`config.mk`:
```
export PLATFORM = sky130hd
export DESIGN_NAME = war_reshape_unit
export DESIGN_NICKNAME = d
export VERILOG_FILES = /design/src/shared/war_pkg.sv /design/src/war_divider.sv /design/src/war_fifo.sv /design/src/war_reshape_unit.sv
export SDC_FILE = /design/constraint.sdc
export NUM_CORES = 1
export LEC_CHECK = 0
export BUFFER_PORTS_ARGS = -buffer_cell sky130_fd_sc_hd__buf_2
export CORE_MARGIN = 3
export CORE_UTILIZATION = 45
export DETAILED_ROUTE_END_ITERATION = 7
export GPL_TIMING_DRIVEN = 0
export HOLD_SLACK_MARGIN = 0.03
export SYNTH_ARGS = -nofsm -noshare
export SYNTH_HDL_FRONTEND = slang
export SYNTH_SLANG_ARGS = --single-unit
```
`constraint.sdc`:
```
create_clock -name clk_sys -period 17.8 [get_ports clk_sys]
set_input_delay 1.78 -clock clk_sys [delete_from_list [all_inputs] [get_ports clk_sys]]
set_output_delay 1.78 -clock clk_sys [all_outputs]
set_load 0.01 [all_outputs]
```
`src/shared/war_pkg.sv`:
```
// Shared constants and types for the word array reshape unit
package war_pkg;

	localparam int DATA_W     = 16;
	localparam int ADDR_W     = 16;
	localparam int CNT_W      = 16;
	localparam int OP_W       = 3;
	localparam int BYTE_W     = 8;
	localparam int NIB_W      = 4;
	localparam int MEAN_CNT_W = 7;
	localparam int SUM_W      = 22;
	localparam int DIV_STEP_W = 5;
	localparam int FIFO_DEPTH = 8;
	localparam int FIFO_LVL_W = 4;

	localparam logic [CNT_W-1:0]      MEAN_MAX_COUNT = 16'h0040;
	localparam logic [CNT_W-1:0]      NIB_MAX_COUNT  = 16'h0004;
	localparam logic [2:0]            NIB_PER_WORD   = 3'h4;
	localparam logic [DIV_STEP_W-1:0] DIV_STEPS      = 5'h16;
	localparam logic [BYTE_W-1:0]     BYTE_ZERO      = 8'h00;
	localparam logic [11:0]           NIB_PAD_ZERO   = 12'h000;
	localparam logic [SUM_W-1:0]      SUM_RESET      = 22'h000000;
	localparam logic [11:0]           PACK_RESET     = 12'h000;

	typedef enum logic [OP_W-1:0] {
		OP_MEAN                = 3'h0,
		OP_WORD_TO_BYTE_SPLIT  = 3'h1,
		OP_BYTE_TO_WORD_COMBINE = 3'h2,
		OP_NIBBLE_PACK         = 3'h3,
		OP_NIBBLE_SPLIT        = 3'h4
	} war_op_t;

endpackage

```
`src/war_divider.sv`:
```
// Unsigned restoring divider, one quotient bit per cycle
`timescale 1ns/10ps
module war_divider (
	input  wire logic                             clk_sys,
	input  wire logic                             sys_rst,
	input  wire logic                             start,
	input  wire logic [war_pkg::SUM_W-1:0]        dividend,
	input  wire logic [war_pkg::MEAN_CNT_W-1:0]   divisor,
	output logic                                  done,
	output logic [war_pkg::SUM_W-1:0]             quotient,
	output logic [war_pkg::MEAN_CNT_W-1:0]        remainder
);
	typedef struct packed {
		logic                              busy;
		logic [war_pkg::DIV_STEP_W-1:0]    steps;
		logic [war_pkg::SUM_W-1:0]         quot;
		logic [war_pkg::MEAN_CNT_W:0]      rem;
		logic [war_pkg::MEAN_CNT_W-1:0]    dvsr;
		logic                              done;
	} war_div_state_t;

	war_div_state_t s_reg;
	war_div_state_t s_next;
	logic [war_pkg::MEAN_CNT_W:0] trial;

	assign done      = s_reg.done;
	assign quotient  = s_reg.quot;
	assign remainder = s_reg.rem[war_pkg::MEAN_CNT_W-1:0];

	always_comb begin
		s_next = s_reg;
		s_next.done = 1'b0;
		trial = {s_reg.rem[war_pkg::MEAN_CNT_W-1:0],
			s_reg.quot[war_pkg::SUM_W-1]};
		if (start) begin
			s_next.busy  = 1'b1;
			s_next.steps = war_pkg::DIV_STEPS;
			s_next.quot  = dividend;
			s_next.rem   = '0;
			s_next.dvsr  = divisor;
		end else if (s_reg.busy) begin
			s_next.quot = {s_reg.quot[war_pkg::SUM_W-2:0], 1'b0};
			if (trial >= {1'b0, s_reg.dvsr}) begin
				s_next.rem     = trial - {1'b0, s_reg.dvsr};
				s_next.quot[0] = 1'b1;
			end else begin
				s_next.rem = trial;
			end
			s_next.steps = s_reg.steps - war_pkg::DIV_STEP_W'(1);
			if (s_reg.steps == war_pkg::DIV_STEP_W'(1)) begin
				s_next.busy = 1'b0;
				s_next.done = 1'b1;
			end
		end
	end

	always_ff @(posedge clk_sys or posedge sys_rst) begin
		if (sys_rst) begin
			s_reg <= '0;
		end else begin
			s_reg <= s_next;
		end
	end
endmodule // war_divider

```
`src/war_fifo.sv`:
```
// Synchronous FIFO with valid and ready on both sides
`timescale 1ns/10ps
module war_fifo #(
	parameter int WIDTH = 16,
	parameter int DEPTH = 8
) (
	input  wire logic                         clk_sys,
	input  wire logic                         sys_rst,
	input  wire logic                         inValid,
	output logic                              inReady,
	input  wire logic [WIDTH-1:0]             inData,
	output logic                              outValid,
	input  wire logic                         outReady,
	output logic [WIDTH-1:0]                  outData,
	output logic [$clog2(DEPTH+1)-1:0]        level
);
	localparam int PTR_W = $clog2(DEPTH);
	localparam int LVL_W = $clog2(DEPTH+1);

	typedef struct packed {
		logic [DEPTH-1:0][WIDTH-1:0] mem;
		logic [PTR_W-1:0]            wrPtr;
		logic [PTR_W-1:0]            rdPtr;
		logic [LVL_W-1:0]            count;
	} war_fifo_state_t;

	war_fifo_state_t s_reg;
	war_fifo_state_t s_next;
	logic            doPush;
	logic            doPop;

	assign inReady  = (s_reg.count != LVL_W'(DEPTH));
	assign outValid = (s_reg.count != '0);
	assign outData  = s_reg.mem[s_reg.rdPtr];
	assign level    = s_reg.count;
	assign doPush   = inValid && inReady;
	assign doPop    = outValid && outReady;

	always_comb begin
		s_next = s_reg;
		if (doPush) begin
			s_next.mem[s_reg.wrPtr] = inData;
			s_next.wrPtr = (s_reg.wrPtr == PTR_W'(DEPTH - 1)) ? '0 :
				s_reg.wrPtr + PTR_W'(1);
		end
		if (doPop) begin
			s_next.rdPtr = (s_reg.rdPtr == PTR_W'(DEPTH - 1)) ? '0 :
				s_reg.rdPtr + PTR_W'(1);
		end
		if (doPush && !doPop) begin
			s_next.count = s_reg.count + LVL_W'(1);
		end else if (doPop && !doPush) begin
			s_next.count = s_reg.count - LVL_W'(1);
		end
	end

	always_ff @(posedge clk_sys or posedge sys_rst) begin
		if (sys_rst) begin
			s_reg <= '0;
		end else begin
			s_reg <= s_next;
		end
	end
endmodule // war_fifo

```
`src/war_reshape_unit.sv`:
```
// Word array reshape unit: mean, byte and nibble reshaping over memory
// Notes on behaviour
// - Mean sums count consecutive words, writes sum over count.
// - Mean result rounds down; remainder is dropped.
// - Operation starts on enable with given source, destination, count.
// - Byte split puts each byte in low byte, clears high byte.
// - Byte split emits source high byte before its low byte.
// - Odd byte split count uses only high byte of last source word.
// - Byte split and combine with zero count do no reads or writes.
// - Byte combine packs source low bytes two per destination word.
// - Byte combine puts earlier byte high, later byte low.
// - Odd byte combine count clears final destination low byte.
// - Nibble pack packs low nibbles into one word, first on top.
// - Nibble pack with count 1 to 3 zeroes the unused low nibbles.
// - Nibble pack count zero leaves destination untouched.
// - Nibble split count zero does no processing, no writes.
// - Nibble split writes nibbles, top first, to successive words.
// - Nibble split results hold only the nibble, upper bits zero.
// - Nibble split runs only for counts one to four.
`timescale 1ns/10ps
module war_reshape_unit (
	input  wire logic                            clk_sys,
	input  wire logic                            sys_rst,
	input  wire logic                            enableCondition,
	input  wire logic [war_pkg::OP_W-1:0]        opSelect,
	input  wire logic [war_pkg::ADDR_W-1:0]      sourceStart,
	input  wire logic [war_pkg::ADDR_W-1:0]      destStart,
	input  wire logic [war_pkg::CNT_W-1:0]       elementCount,
	output logic                                 busy,
	output logic                                 opDone,
	output logic                                 memRdEn,
	output logic [war_pkg::ADDR_W-1:0]           memRdAddr,
	input  wire logic [war_pkg::DATA_W-1:0]      memRdData,
	output logic                                 memWrEn,
	output logic [war_pkg::ADDR_W-1:0]           memWrAddr,
	output logic [war_pkg::DATA_W-1:0]           memWrData,
	input  wire logic                            memWrReady
);
	typedef enum logic [1:0] {
		ST_IDLE   = 2'b00,
		ST_RUN    = 2'b01,
		ST_DIV    = 2'b10,
		ST_FINISH = 2'b11
	} war_state_t;

	typedef struct packed {
		war_state_t                       st;
		war_pkg::war_op_t                 op;
		logic [war_pkg::ADDR_W-1:0]       rdAddr;
		logic [war_pkg::CNT_W-1:0]        rdLeft;
		logic [war_pkg::ADDR_W-1:0]       wrAddr;
		logic [war_pkg::CNT_W-1:0]        outLeft;
		logic [2:0]                       packCnt;
		logic [war_pkg::MEAN_CNT_W-1:0]   meanCnt;
		logic                             rdPending;
		logic [war_pkg::DATA_W-1:0]       holdWord;
		logic                             holdValid;
		logic                             phase;
		logic [war_pkg::BYTE_W-1:0]       byteHi;
		logic [11:0]                      packAcc;
		logic [war_pkg::SUM_W-1:0]        sum;
		logic                             divStart;
		logic                             memRdEn;
		logic [war_pkg::ADDR_W-1:0]       memRdAddr;
		logic                             memWrEn;
		logic [war_pkg::ADDR_W-1:0]       memWrAddr;
		logic [war_pkg::DATA_W-1:0]       memWrData;
		logic                             opDone;
	} war_ctrl_t;

	war_ctrl_t s_reg;
	war_ctrl_t s_next;

	logic                              fifoInReady;
	logic                              fifoOutValid;
	logic                              fifoPop;
	logic [war_pkg::DATA_W-1:0]        fifoOutData;
	logic [war_pkg::FIFO_LVL_W-1:0]    fifoLevel;
	logic [war_pkg::FIFO_LVL_W:0]      committed;
	logic                              roomOk;
	logic                              wrFree;
	logic [war_pkg::CNT_W-1:0]         planReads;
	logic [war_pkg::CNT_W-1:0]         planOuts;
	logic [war_pkg::CNT_W:0]           halfUp;
	logic                              divDone;
	logic [war_pkg::SUM_W-1:0]         divQuot;
	logic [war_pkg::MEAN_CNT_W-1:0]    divRem;
	logic [war_pkg::SUM_W-1:0]         sumMag;
	logic                              sumNeg;
	logic [war_pkg::SUM_W-1:0]         floorQuot;
	logic [war_pkg::SUM_W-1:0]         meanResult;
	logic [war_pkg::DATA_W-1:0]        packWord;
	logic [3:0]                        packShift;

	assign busy      = (s_reg.st != ST_IDLE);
	assign opDone    = s_reg.opDone;
	assign memRdEn   = s_reg.memRdEn;
	assign memRdAddr = s_reg.memRdAddr;
	assign memWrEn   = s_reg.memWrEn;
	assign memWrAddr = s_reg.memWrAddr;
	assign memWrData = s_reg.memWrData;

	// A held write blocks new results until memory takes it
	assign wrFree = !s_reg.memWrEn || memWrReady;

	// Reads in flight are counted so returning data always finds room
	assign committed = {1'b0, fifoLevel}
		+ (war_pkg::FIFO_LVL_W+1)'(s_reg.memRdEn)
		+ (war_pkg::FIFO_LVL_W+1)'(s_reg.rdPending);
	assign roomOk = fifoInReady
		&& (committed < (war_pkg::FIFO_LVL_W+1)'(war_pkg::FIFO_DEPTH));

	war_fifo #(
		.WIDTH (war_pkg::DATA_W),
		.DEPTH (war_pkg::FIFO_DEPTH)
	) u_fifo (
		.clk_sys  (clk_sys),
		.sys_rst  (sys_rst),
		.inValid  (s_reg.rdPending),
		.inReady  (fifoInReady),
		.inData   (memRdData),
		.outValid (fifoOutValid),
		.outReady (fifoPop),
		.outData  (fifoOutData),
		.level    (fifoLevel)
	);

	// Signed sum handled as magnitude; sign restored with floor below
	assign sumNeg = s_reg.sum[war_pkg::SUM_W-1];
	assign sumMag = sumNeg ? (war_pkg::SUM_W)'(-s_reg.sum) : s_reg.sum;

	war_divider u_div (
		.clk_sys   (clk_sys),
		.sys_rst   (sys_rst),
		.start     (s_reg.divStart),
		.dividend  (sumMag),
		.divisor   (s_reg.meanCnt),
		.done      (divDone),
		.quotient  (divQuot),
		.remainder (divRem)
	);

	// Floor toward minus infinity for negative sums
	assign floorQuot = divQuot
		+ (war_pkg::SUM_W)'(sumNeg && (divRem != '0));
	assign meanResult = sumNeg ? (war_pkg::SUM_W)'(-floorQuot) : floorQuot;

	assign packShift = {2'(war_pkg::NIB_PER_WORD - s_reg.packCnt), 2'b00};
	assign packWord  = {s_reg.packAcc, s_reg.holdWord[3:0]}
		<< packShift;

	// Reads and output units per operation; zero means nothing to do
	assign halfUp = {1'b0, elementCount} + (war_pkg::CNT_W+1)'(1);

	always_comb begin
		planReads = '0;
		planOuts  = '0;
		unique case (opSelect)
			war_pkg::OP_MEAN: begin
				if (elementCount != '0
					&& elementCount <= war_pkg::MEAN_MAX_COUNT) begin
					planReads = elementCount;
					planOuts  = elementCount;
				end
			end
			war_pkg::OP_WORD_TO_BYTE_SPLIT: begin
				planReads = halfUp[war_pkg::CNT_W:1];
				planOuts  = elementCount;
			end
			war_pkg::OP_BYTE_TO_WORD_COMBINE: begin
				planReads = elementCount;
				planOuts  = elementCount;
			end
			war_pkg::OP_NIBBLE_PACK: begin
				if (elementCount <= war_pkg::NIB_MAX_COUNT) begin
					planReads = elementCount;
					planOuts  = elementCount;
				end
			end
			war_pkg::OP_NIBBLE_SPLIT: begin
				if (elementCount != '0
					&& elementCount <= war_pkg::NIB_MAX_COUNT) begin
					planReads = (war_pkg::CNT_W)'(1);
					planOuts  = elementCount;
				end
			end
			default: begin
				planReads = '0;
				planOuts  = '0;
			end
		endcase
	end

	always_comb begin
		s_next = s_reg;
		s_next.opDone    = 1'b0;
		s_next.divStart  = 1'b0;
		s_next.memRdEn   = 1'b0;
		s_next.rdPending = s_reg.memRdEn;
		fifoPop = 1'b0;
		if (s_reg.memWrEn && memWrReady) begin
			s_next.memWrEn = 1'b0;
		end
		unique case (s_reg.st)
			ST_IDLE: begin
				if (enableCondition) begin
					s_next.op        = war_pkg::war_op_t'(opSelect);
					s_next.rdAddr    = sourceStart;
					s_next.wrAddr    = destStart;
					s_next.rdLeft    = planReads;
					s_next.outLeft   = planOuts;
					s_next.packCnt   = elementCount[2:0];
					s_next.meanCnt   = elementCount[war_pkg::MEAN_CNT_W-1:0];
					s_next.holdValid = 1'b0;
					s_next.phase     = 1'b0;
					s_next.sum       = war_pkg::SUM_RESET;
					s_next.packAcc   = war_pkg::PACK_RESET;
					s_next.st = (planOuts == '0) ? ST_FINISH : ST_RUN;
				end
			end
			ST_RUN: begin
				if (s_reg.rdLeft != '0 && roomOk) begin
					s_next.memRdEn   = 1'b1;
					s_next.memRdAddr = s_reg.rdAddr;
					s_next.rdAddr    = s_reg.rdAddr + war_pkg::ADDR_W'(1);
					s_next.rdLeft    = s_reg.rdLeft - war_pkg::CNT_W'(1);
				end
				if (!s_reg.holdValid) begin
					if (fifoOutValid) begin
						fifoPop          = 1'b1;
						s_next.holdWord  = fifoOutData;
						s_next.holdValid = 1'b1;
					end
				end else if (wrFree) begin
					s_next.outLeft = s_reg.outLeft - war_pkg::CNT_W'(1);
					unique case (s_reg.op)
						war_pkg::OP_MEAN: begin
							s_next.sum = s_reg.sum + (war_pkg::SUM_W)'(
								$signed(s_reg.holdWord));
							s_next.holdValid = 1'b0;
							if (s_reg.outLeft == war_pkg::CNT_W'(1)) begin
								s_next.divStart = 1'b1;
								s_next.st       = ST_DIV;
							end
						end
						war_pkg::OP_WORD_TO_BYTE_SPLIT: begin
							s_next.memWrEn   = 1'b1;
							s_next.memWrAddr = s_reg.wrAddr;
							s_next.memWrData = {war_pkg::BYTE_ZERO,
								s_reg.phase ? s_reg.holdWord[7:0]
									: s_reg.holdWord[15:8]};
							s_next.wrAddr = s_reg.wrAddr + war_pkg::ADDR_W'(1);
							s_next.phase  = !s_reg.phase;
							if (s_reg.phase
								|| s_reg.outLeft == war_pkg::CNT_W'(1)) begin
								s_next.holdValid = 1'b0;
							end
							if (s_reg.outLeft == war_pkg::CNT_W'(1)) begin
								s_next.st = ST_FINISH;
							end
						end
						war_pkg::OP_BYTE_TO_WORD_COMBINE: begin
							s_next.holdValid = 1'b0;
							if (!s_reg.phase) begin
								s_next.byteHi = s_reg.holdWord[7:0];
								s_next.phase  = 1'b1;
								if (s_reg.outLeft == war_pkg::CNT_W'(1)) begin
									s_next.memWrEn   = 1'b1;
									s_next.memWrAddr = s_reg.wrAddr;
									s_next.memWrData = {s_reg.holdWord[7:0],
										war_pkg::BYTE_ZERO};
									s_next.wrAddr = s_reg.wrAddr
										+ war_pkg::ADDR_W'(1);
									s_next.st = ST_FINISH;
								end
							end else begin
								s_next.memWrEn   = 1'b1;
								s_next.memWrAddr = s_reg.wrAddr;
								s_next.memWrData = {s_reg.byteHi,
									s_reg.holdWord[7:0]};
								s_next.wrAddr = s_reg.wrAddr + war_pkg::ADDR_W'(1);
								s_next.phase  = 1'b0;
								if (s_reg.outLeft == war_pkg::CNT_W'(1)) begin
									s_next.st = ST_FINISH;
								end
							end
						end
						war_pkg::OP_NIBBLE_PACK: begin
							s_next.holdValid = 1'b0;
							s_next.packAcc   = {s_reg.packAcc[7:0],
								s_reg.holdWord[3:0]};
							if (s_reg.outLeft == war_pkg::CNT_W'(1)) begin
								s_next.memWrEn   = 1'b1;
								s_next.memWrAddr = s_reg.wrAddr;
								s_next.memWrData = packWord;
								s_next.st        = ST_FINISH;
							end
						end
						war_pkg::OP_NIBBLE_SPLIT: begin
							s_next.memWrEn   = 1'b1;
							s_next.memWrAddr = s_reg.wrAddr;
							s_next.memWrData = {war_pkg::NIB_PAD_ZERO,
								s_reg.holdWord[15:12]};
							s_next.wrAddr   = s_reg.wrAddr + war_pkg::ADDR_W'(1);
							s_next.holdWord = {s_reg.holdWord[11:0],
								4'h0};
							if (s_reg.outLeft == war_pkg::CNT_W'(1)) begin
								s_next.holdValid = 1'b0;
								s_next.st        = ST_FINISH;
							end
						end
						default: begin
							s_next.holdValid = 1'b0;
							s_next.st        = ST_FINISH;
						end
					endcase
				end
			end
			ST_DIV: begin
				if (divDone) begin
					s_next.memWrEn   = 1'b1;
					s_next.memWrAddr = s_reg.wrAddr;
					s_next.memWrData =
						meanResult[war_pkg::DATA_W-1:0];
					s_next.st = ST_FINISH;
				end
			end
			ST_FINISH: begin
				// Done only once the last write has left the port
				if (wrFree) begin
					s_next.opDone = 1'b1;
					s_next.st     = ST_IDLE;
				end
			end
		endcase
	end

	always_ff @(posedge clk_sys or posedge sys_rst) begin
		if (sys_rst) begin
			s_reg <= '0;
		end else begin
			s_reg <= s_next;
		end
	end
endmodule // war_reshape_unit
```
; Word level (Yosys, flattened, before mapping)
; Cells that the tools add are included.
[word_totals]
regBits = 373
in_bits = 71
wordCells = 224
output_inout_bits = 52
[op_classes]
n_eq_ne = 33
shift = 1
add_sub_neg = 18
bitwise = 1
magnitude_cmp = 7
n_mux = 78
n_reduce_logical = 47
[op_table]
columns = operator, n
row1 = 2-to-1 mux 33 bit, 6
row2 = 2-to-1 mux 16 bit, 9
row3 = one-hot mux 33 bit (4 select lines), 1
row4 = bitwise mux 128 bit, 1
row5 = one-hot mux 64 bit (2 select lines), 1
row6 = 2-to-1 mux 32 bit, 3
row7 = one-hot mux 16 bit (5 select lines), 1
row8 = 2-to-1 mux 79 bit, 1
row9 = 2-to-1 mux 36 bit, 2
row10 = one-hot mux 34 bit (2 select lines), 1
row11 = one-hot mux 33 bit (2 select lines), 1
row12 = one-hot mux 16 bit (4 select lines), 1
row13 = 2-to-1 mux 61 bit, 1
row14 = 2-to-1 mux 17 bit, 3
row15 = binary-select mux 16 bit (select 3 bit), 1
row16 = demux 16 bit (select 3 bit), 1
row17 = 2-to-1 mux 44 bit, 1
row18 = 2-to-1 mux 34 bit, 1
row19 = adder 16 x 1 -> 16 bit (second input constant), 2
row20 = 2-to-1 mux 8 bit, 4
row21 = one-hot mux 16 bit (2 select lines), 1
row22 = nonzero test 16 bit, 2
row23 = subtractor 16 x 1 -> 16 bit (second input constant), 2
row24 = 2-to-1 mux 23 bit, 1
row25 = other kinds (62), 137

; Logic depth before layout (Yosys ltp)
; Gate-level depths: netlist (run 1).
[logic_depth]
depth_word = 8
mapped_depth = 13
depth_no_buf = 12

; Cells and area by module
; A second synthesis (run 1) with hierarchy kept.
[hier_totals]
cells_unflattened = 2191
area_unflattened_um2 = 21760.9
[by_module_without_submodules]
columns = module, cells_each, instances, area_per_inst_um2, seq_area_each_um2
row1 = war_reshape_unit, 1538, 1, 12772.2, 4729.5
row2 = war_fifo, 393, 1, 6452.4, 3453.3
row3 = war_divider, 260, 1, 2536.2, 1076.0

; Worst setup path before layout (run 1)
; Ideal clock, no wire load.
[synth_timing]
path_kind = input to register
startpoint = input elementCount[2] (netlist name)
endpoint = register s_reg[137] (netlist name)
t_arrival_ns = 3.709
path_slack_ns = 13.976
setup_ns = 0.116
cell_stages = 10
path_buffers = 2
t_required_ns = 17.684
cell_sequence = clkbuf_1 -> nor4b_1 -> a21oi_1 -> or3_1 -> a21oi_1 -> a21oi_1 -> nor2_1 -> clkbuf_1 -> nand2_1 -> o311ai_0
[synth_via]
elab_chain_cells = 6
elab_cells_between_ends = 11
cone_classes = order compare: 2 / mux: 6 / reduce/logical: 3
[synth_rtl]
columns = element, line_no
row1 = from (decl), war_reshape_unit.sv:28  ; input wire logic [war_pkg::CNT_W-1:0] elementCount,
row2 = "less-or-equal comparator 16 x 3 -> 1 bit, or another cell as far along", "war_reshape_unit.sv:175, war_reshape_unit.sv:182"
row3 = logical AND 1 bit (on tied branches), "war_reshape_unit.sv:182, war_reshape_unit.sv:161"
row4 = 2-to-1 mux 16 bit (on tied branches), "war_reshape_unit.sv:181, war_reshape_unit.sv:160"
row5 = one-hot mux 16 bit (4 select lines) *, war_reshape_unit.sv:158  ; unique case (opSelect)
row6 = 2-to-1 mux 79 bit *, war_reshape_unit.sv:206  ; if (enableCondition) begin
row7 = one-hot mux 64 bit (2 select lines) *, war_reshape_unit.sv:204  ; unique case (s_reg.st)
row8 = to (signal assigned), war_reshape_unit.sv:342  ; s_reg <= s_next;
row9 = to (decl), war_reshape_unit.sv:71  ; war_ctrl_t s_reg;
; Every way passes the cells marked *; elsewhere a longest branch is shown, timed or not. The select of a mux whose other input is x is not followed.
; A chain may end at the register's enable or synchronous reset.

; Worst setup path after layout (run 1)
[layout_timing]
startpoint = register s_reg[73] (netlist name)
endpoint = register s_reg (netlist bit memWrData[13])
[layout_via]
elab_chain_cells = 6
[layout_rtl]
columns = element, line_no
row1 = logical AND 1 bit, war_reshape_unit.sv:145  ; + (war_pkg::SUM_W)'(sumNeg && (divRem != '0));
row2 = adder 16 x 1 -> 16 bit, war_reshape_unit.sv:145
row3 = negator 16 bit, war_reshape_unit.sv:146  ; assign meanResult = sumNeg ? (war_pkg::SUM_W)'(-floorQuot) : floorQuot;
row4 = 2-to-1 mux 16 bit *, war_reshape_unit.sv:146
row5 = 2-to-1 mux 33 bit *, war_reshape_unit.sv:320  ; if (divDone) begin
row6 = one-hot mux 33 bit (2 select lines) *, war_reshape_unit.sv:204
; Marks and branches as above.

==> results of run 1 <==
## report_power, final
group | switching, mW | internal, mW
Combinational | 0.908 | 0.737
Sequential | 0.243 | 1.15
Clock | 0.369 | 0.531
## how the worst min path moves through the flow
stage | startpoint | to | slack, ps
6_report | memWrData[15]$_DFFE_PP0P_ | memWrData[15]$_DFFE_PP0P_ | 480
5_1_grt | memWrData[15]$_DFFE_PP0P_ | memWrData[15]$_DFFE_PP0P_ | 510
4_1_cts | s_reg[83]$_DFFE_PP0P_ | s_reg[83]$_DFFE_PP0P_ | 480
3_5_place_dp | s_reg[83]$_DFFE_PP0P_ | s_reg[83]$_DFFE_PP0P_ | 470
3_3_place_gp | s_reg[84]$_DFFE_PP0P_ | s_reg[84]$_DFFE_PP0P_ | 470
2_1_floorplan | memRdEn$_DFF_PP0_ | s_reg[112]$_DFF_PP0_ | 430
## cell usage after synthesis, types with 10 or more instances
cell,number,area (um^2)
o31ai_1,14,105
buf_4,50,375
nor2_1,136,510
ha_1,54,676
o21ai_0,185,926
nand2b_1,15,93.8
a211oi_1,10,75.1
o221ai_1,14,123
a22o_1,19,166
a221oi_1,20,175
a21oi_1,109,546
nand2_1,236,886
a31oi_1,17,106
buf_2,14,70.1
nor4_1,22,138
clkbuf_1,106,398
o22ai_1,12,75.1
a221o_1,20,200
and2_1,11,68.8
mux2i_1,48,480
a22oi_1,11,82.6
nor3_1,51,255
mux4_2,36,811
xnor2_1,55,482
nand4_1,19,119
a21o_1,21,158
inv_1,55,206
and3_1,14,87.6
xor2_1,24,210
nand3_1,52,260
dfrtp_1,370,9260
or3_1,15,93.8
o21a_1,11,82.6
mux2_2,168,1890
## cells by family (layout without fill, tap and decap cells)
kind of cell	after synthesis	count (layout)
buffers and inverters	237	428
AOI/OAI and AO/OA	524	524
and+or+nand+nor	629	629
other	0	3
adders and majority gates	57	57
xor gates and xnor gates	79	79
muxes	252	252
DFF	370	370
## layout make-up
cell class | instances | area (um^2) | area share
diodes | 3 | 7.51 | 0.000311
plain buffers | 180 | 888 | 0.0368
clock buffers | 64 | 1240 | 0.0515
clock inverters | 14 | 193 | 0.00798
inverters | 57 | 221 | 0.00917
multi-input cells | 1541 | 10900 | 0.453
flip-flops and latches | 370 | 9260 | 0.383
well taps | 607 | 759 | 0.0314
repair buffers | 113 | 633 | 0.0262
## worst max-delay path: stages (launching register included)
cell and delay (ps):
dfrtp_1 350, clkbuf_1 430, clkbuf_1 520, a21boi_0 280, ha_1 290, ha_1 280, nand3_1 240, nor4_1 490
xnor2_1 220, nand4_1 220, o31ai_1 340, xnor2_1 190, a211oi_1 390, o21ai_0 120
## routing by layer
metal / routed length, um / GRT usage / up-vias
li1: - / - / 8142
met1: 26700 / 0.336 / 8393
met2: 26500 / 0.362 / 480
met3: 3610 / 0.0430 / 97
met4: 1450 / 0.0704 / 4
met5: 18 / 0 / -
## metrics by stage
step	power, mW	setup slack (ps)	util
2_1_floorplan	2.55	5750	-
3_3_place_gp	2.99	1580	0.484
3_5_place_dp	3.04	13010	0.487
4_1_cts	3.95	13230	0.517
5_1_grt	4.21	12930	0.518
6_report	3.94	13300	0.518
==> run summary, run 1 <==
status: finished, final reports clean
Die Span X: 224 um
CTS clk-pin slew, worst paths: 60 ps
total grt overflow: 0
Final Hold Fails: 0
Post-Layout Cell Count: 2949
Area Growth Syn to Fin: 13.4%
post-synth net total: 2276
Resize count post-CTS: 0
Inserted Clock Buffers: 43
Synth Area in Adders: 0.0345
DR pass1 iterations: 5
placer's final routability congestion estimate: 0.899
Simple-Gate Fraction of Synth Area: 0.140
Final setup viols: 0
crit end category: register
number of cells produced by synthesis: 2148
Hold Path Class: register to register
Compound-Gate Fraction of Synth Area: 0.156
post-DR vias/cell: 5.80
nets: 2434
first-pass GRT wire length: 93.3 mm
main combinational cell family by area after synthesis: compound AO/OA/AOI/OAI gates
initial antenna violation count: 6
Synth Area per Inst: 9.91 um^2
Post-synth top flop: dfrtp_1
Final period util: 0.253
Max VDD drop: 0.0980 mV
Slew Viols, Final: 0
CP Max Fanout: 10
synth unique cells: 78
Async SR Flop Fraction: 1.00
port bufs: 110
Cell Rows: 79
Initial Util: 0.456
Final min period: 4500 ps
post-synthesis register bit count: 370
H-tree Lvls: 2
gr usage total: 0.233
power per cell area: 163 nW/um^2
DIE HEIGHT: 224 um
Setup Fix Bufs, Post-CTS: 0
Min-Delay Path Depth: 2
CTS tree: yes
largest net degree at the start of global routing: 119
Fillers: 4295
Setup Skew: 24.0 ps
CTS max path bufs: 3
most common cell after layout, fill and taps aside: dfrtp_1
leak pwr: 10.2 nW
Vias: 17100
most frequent cells in the layout: dfrtp_1 (370), nand2_1 (236), o21ai_0 (185)
multiplexer area fraction after synthesis: 0.149
Cell Area, Synth: 21300 um^2
worst flop-to-flop path endpoint: memWrData[13]$_DFFE_PP0P_
RSZ-0062 raised after global routing: no
crit start category: register
reg2reg path depth: 13
I/O Pins: 123
number of synthesized flops with an enable pin: 0
r2r setup slk: 13300 ps
final instance area: 24200 um^2
Clock Latency Late Sink: 600 ps
fraction of final layout cells sized beyond drive strength 1: 0.202
DRC viols: 0
Worst-Margin Slew: 1180 ps
post-synthesis xor/xnor area fraction: 0.0325
setup TNS: 0 ps
CTS Hold Bufs: 0
CP endpoint: memWrData[13]$_DFFE_PP0P_
placed instance area: 22700 um^2
max_cap viols: 0
CP startpoint: s_reg[73]$_DFFE_PP0P_
vias in the first global route: 16800
core area: 46700 um^2
Seq/Total Area, Yosys: 0.435
worst rel slew slack: 0.208
Worst Path Required: 18250 ps
critical path class: register to register
clk root buf: clkbuf_16
die area: 50000 um^2
Post-Route WL: 58.2 mm
max reg flops: 138
Worst EP arrival: 4950 ps
dpl cells: 2868
Yosys warnings: 0
final hold slack: 481 ps
antenna-violating nets left: 0
reg-to-reg startpoint: s_reg[73]$_DFFE_PP0P_
initial detailed-routing violation count: 1472
fmax: 222 MHz
dpl hpwl: 42.4 mm
Routed WL per cell: 19.7 um
Sink Count: 370
Note: power is estimated with default switching activity, not from simulation.
==> inputs of run 2 (changes only) <==
==> constraint.sdc (replaced) <==
create_clock -name clk_sys -period 4.35 [get_ports clk_sys]
set_input_delay 0.435 -clock clk_sys [delete_from_list [all_inputs] [get_ports clk_sys]]
set_output_delay 0.435 -clock clk_sys [all_outputs]
set_load 0.01 [all_outputs]
==> run 2 against run 1 <==
  * Power grew to 4.1 times the previous value
  * Routed wire length shrank 0.48%
  * Final cell count grew 0.31%
  * Clock power grew to 4.3 times the previous value
==> run summary, run 2 (synthesis results as in run 1) <==
status: finished, final reports clean
fraction of final layout cells sized beyond drive strength 1: 0.209
CTS tree: yes
clk root buf: clkbuf_16
Inserted Clock Buffers: 44
placer's final routability congestion estimate: 0.904
largest net degree at the start of global routing: 41
setup TNS: 0 ps
final hold slack: 87.2 ps
Storage cell area: 9260 um^2
fmax: 250 MHz
critical path buffer and inverter count: 1
initial detailed-routing violation count: 1324
Worst-Margin Slew: 1200 ps
Vias: 17200
reg2reg path depth: 12
H-tree Lvls: 2
Top Family by Delay on Critical Path: compound AO/OA/AOI/OAI gates
vias in the first global route: 16800
Setup Fix Bufs, Post-CTS: 0
Worst EP arrival: 4470 ps
Final period util: 0.921
critical path class: register to register
placed instance area: 22800 um^2
Die Span X: 224 um
max_cap viols: 0
Final Hold Fails: 0
Sink Count: 370
Max VDD drop: 0.490 mV
RSZ-0062 raised after global routing: no
Final Util: 0.523
DRC viols: 0
gr usage total: 0.232
Cell Rows: 79
leak pwr: 10.3 nW
Fillers: 4254
worst rel slew slack: 0.194
Multi-input gate area: 10900 um^2
most common cell after layout, fill and taps aside: dfrtp_1
core area: 46700 um^2
critical path's largest stage delay: 620 ps
Routed WL per cell: 19.6 um
crit start category: register
CP Max Fanout: 12
die area: 50000 um^2
initial antenna violation count: 5
Final min period: 4010 ps
dpl cells: 2876
Clock Latency Late Sink: 600 ps
Cell Chain, Critical Path: clkbuf_2, a21boi_0, ha_1, ha_1, nand3_1, nor4_1, xnor2_1, nand4_1, o41ai_1, xnor2_1, a21oi_1, o21ai_0
Area Growth Syn to Fin: 14.5%
CTS clk-pin slew, worst paths: 60 ps
DR pass1 iterations: 6
Final setup viols: 0
most frequent cells in the layout: dfrtp_1 (370), nand2_1 (236), o21ai_0 (185)
Slew Viols, Final: 0
antenna-violating nets left: 0
dpl hpwl: 42.8 mm
CTS max path bufs: 3
power consumption: 16.3 mW
Worst Path Required: 4820 ps
Crit. path cell count: 12
Min-Delay Path Depth: 3
worst setup margin: 344 ps
total grt overflow: 0
first-pass GRT wire length: 93.1 mm
pre-CTS setup slack: -5.06 ps
crit end category: register
Setup Skew: 34.6 ps
max reg flops: 138
final instance area: 24400 um^2
DIE HEIGHT: 224 um
Post-Route WL: 57.9 mm
port bufs: 110
Hold Path Class: input pin to register
I/O Pins: 123
post-DR vias/cell: 5.83
power per cell area: 668 nW/um^2
Post-Layout Cell Count: 2958
Initial Util: 0.456
critical path's slowest cell: dfrtp_1
nets: 2443
[run 2: tightest hold or removal path, stage by stage]
cell and delay [ps]:
buf_2 80, a221oi_1 60, nor2_1 80
[run 2: worst paths after layout]
| check | start | end | slack, ps |
|---|---|---|---|
| setup / recovery | s_reg[73]$_DFFE_PP0P_ | memWrData[15]$_DFFE_PP0P_ | 340 |
| hold / removal | sourceStart[1] | s_reg[172]$_DFFE_PP0P_ | 90 |
| setup reg to reg | s_reg[73]$_DFFE_PP0P_ | memWrData[15]$_DFFE_PP0P_ | 340 |
| hold reg to reg | s_reg[117]$_DFFE_PP0P_ | s_reg[117]$_DFFE_PP0P_ | 480 |
| max in group asynchronous | sys_rst | memRdAddr[12]$_DFFE_PP0P_ | 2500 |
| min in group asynchronous | sys_rst | u_div.quotient[21]$_DFFE_PP0P_ | 380 |
[run 2: cell type report]
class	instances	area share
tap	607	0.0312
buffer	179	0.0363
inverter	57	0.00893
clock buffer	59	0.0508
multi-input combinational	1541	0.449
timing repair buffer	122	0.0323
antenna	2	0.000205
sequential	370	0.380
clock inverter	21	0.0113
[run 2: timing repair]
action | in CTS | in global routing
gates resized for setup | 1 | 1
hold buffers | 1 | 0
hold endpoints to repair | 9 | 0
setup endpoints to repair | 1 | 4
[run 2: layer usage]
metal  part of all wire  vias to the layer above  GRT usage
met5            0.00052                        -          0
met3              0.060                       91     0.0410
met2               0.45                      475      0.362
met1               0.46                     8520      0.334
li1                   -                     8148          -
met4              0.025                        6     0.0667
[run 2: power breakdown]
group	total [mW]	switching (mW)	internal, mW
logic	6.73	3.70	3.03
registers	5.71	1.00	4.71
clock network	3.83	1.57	2.26
total	16.3	6.27	10.0
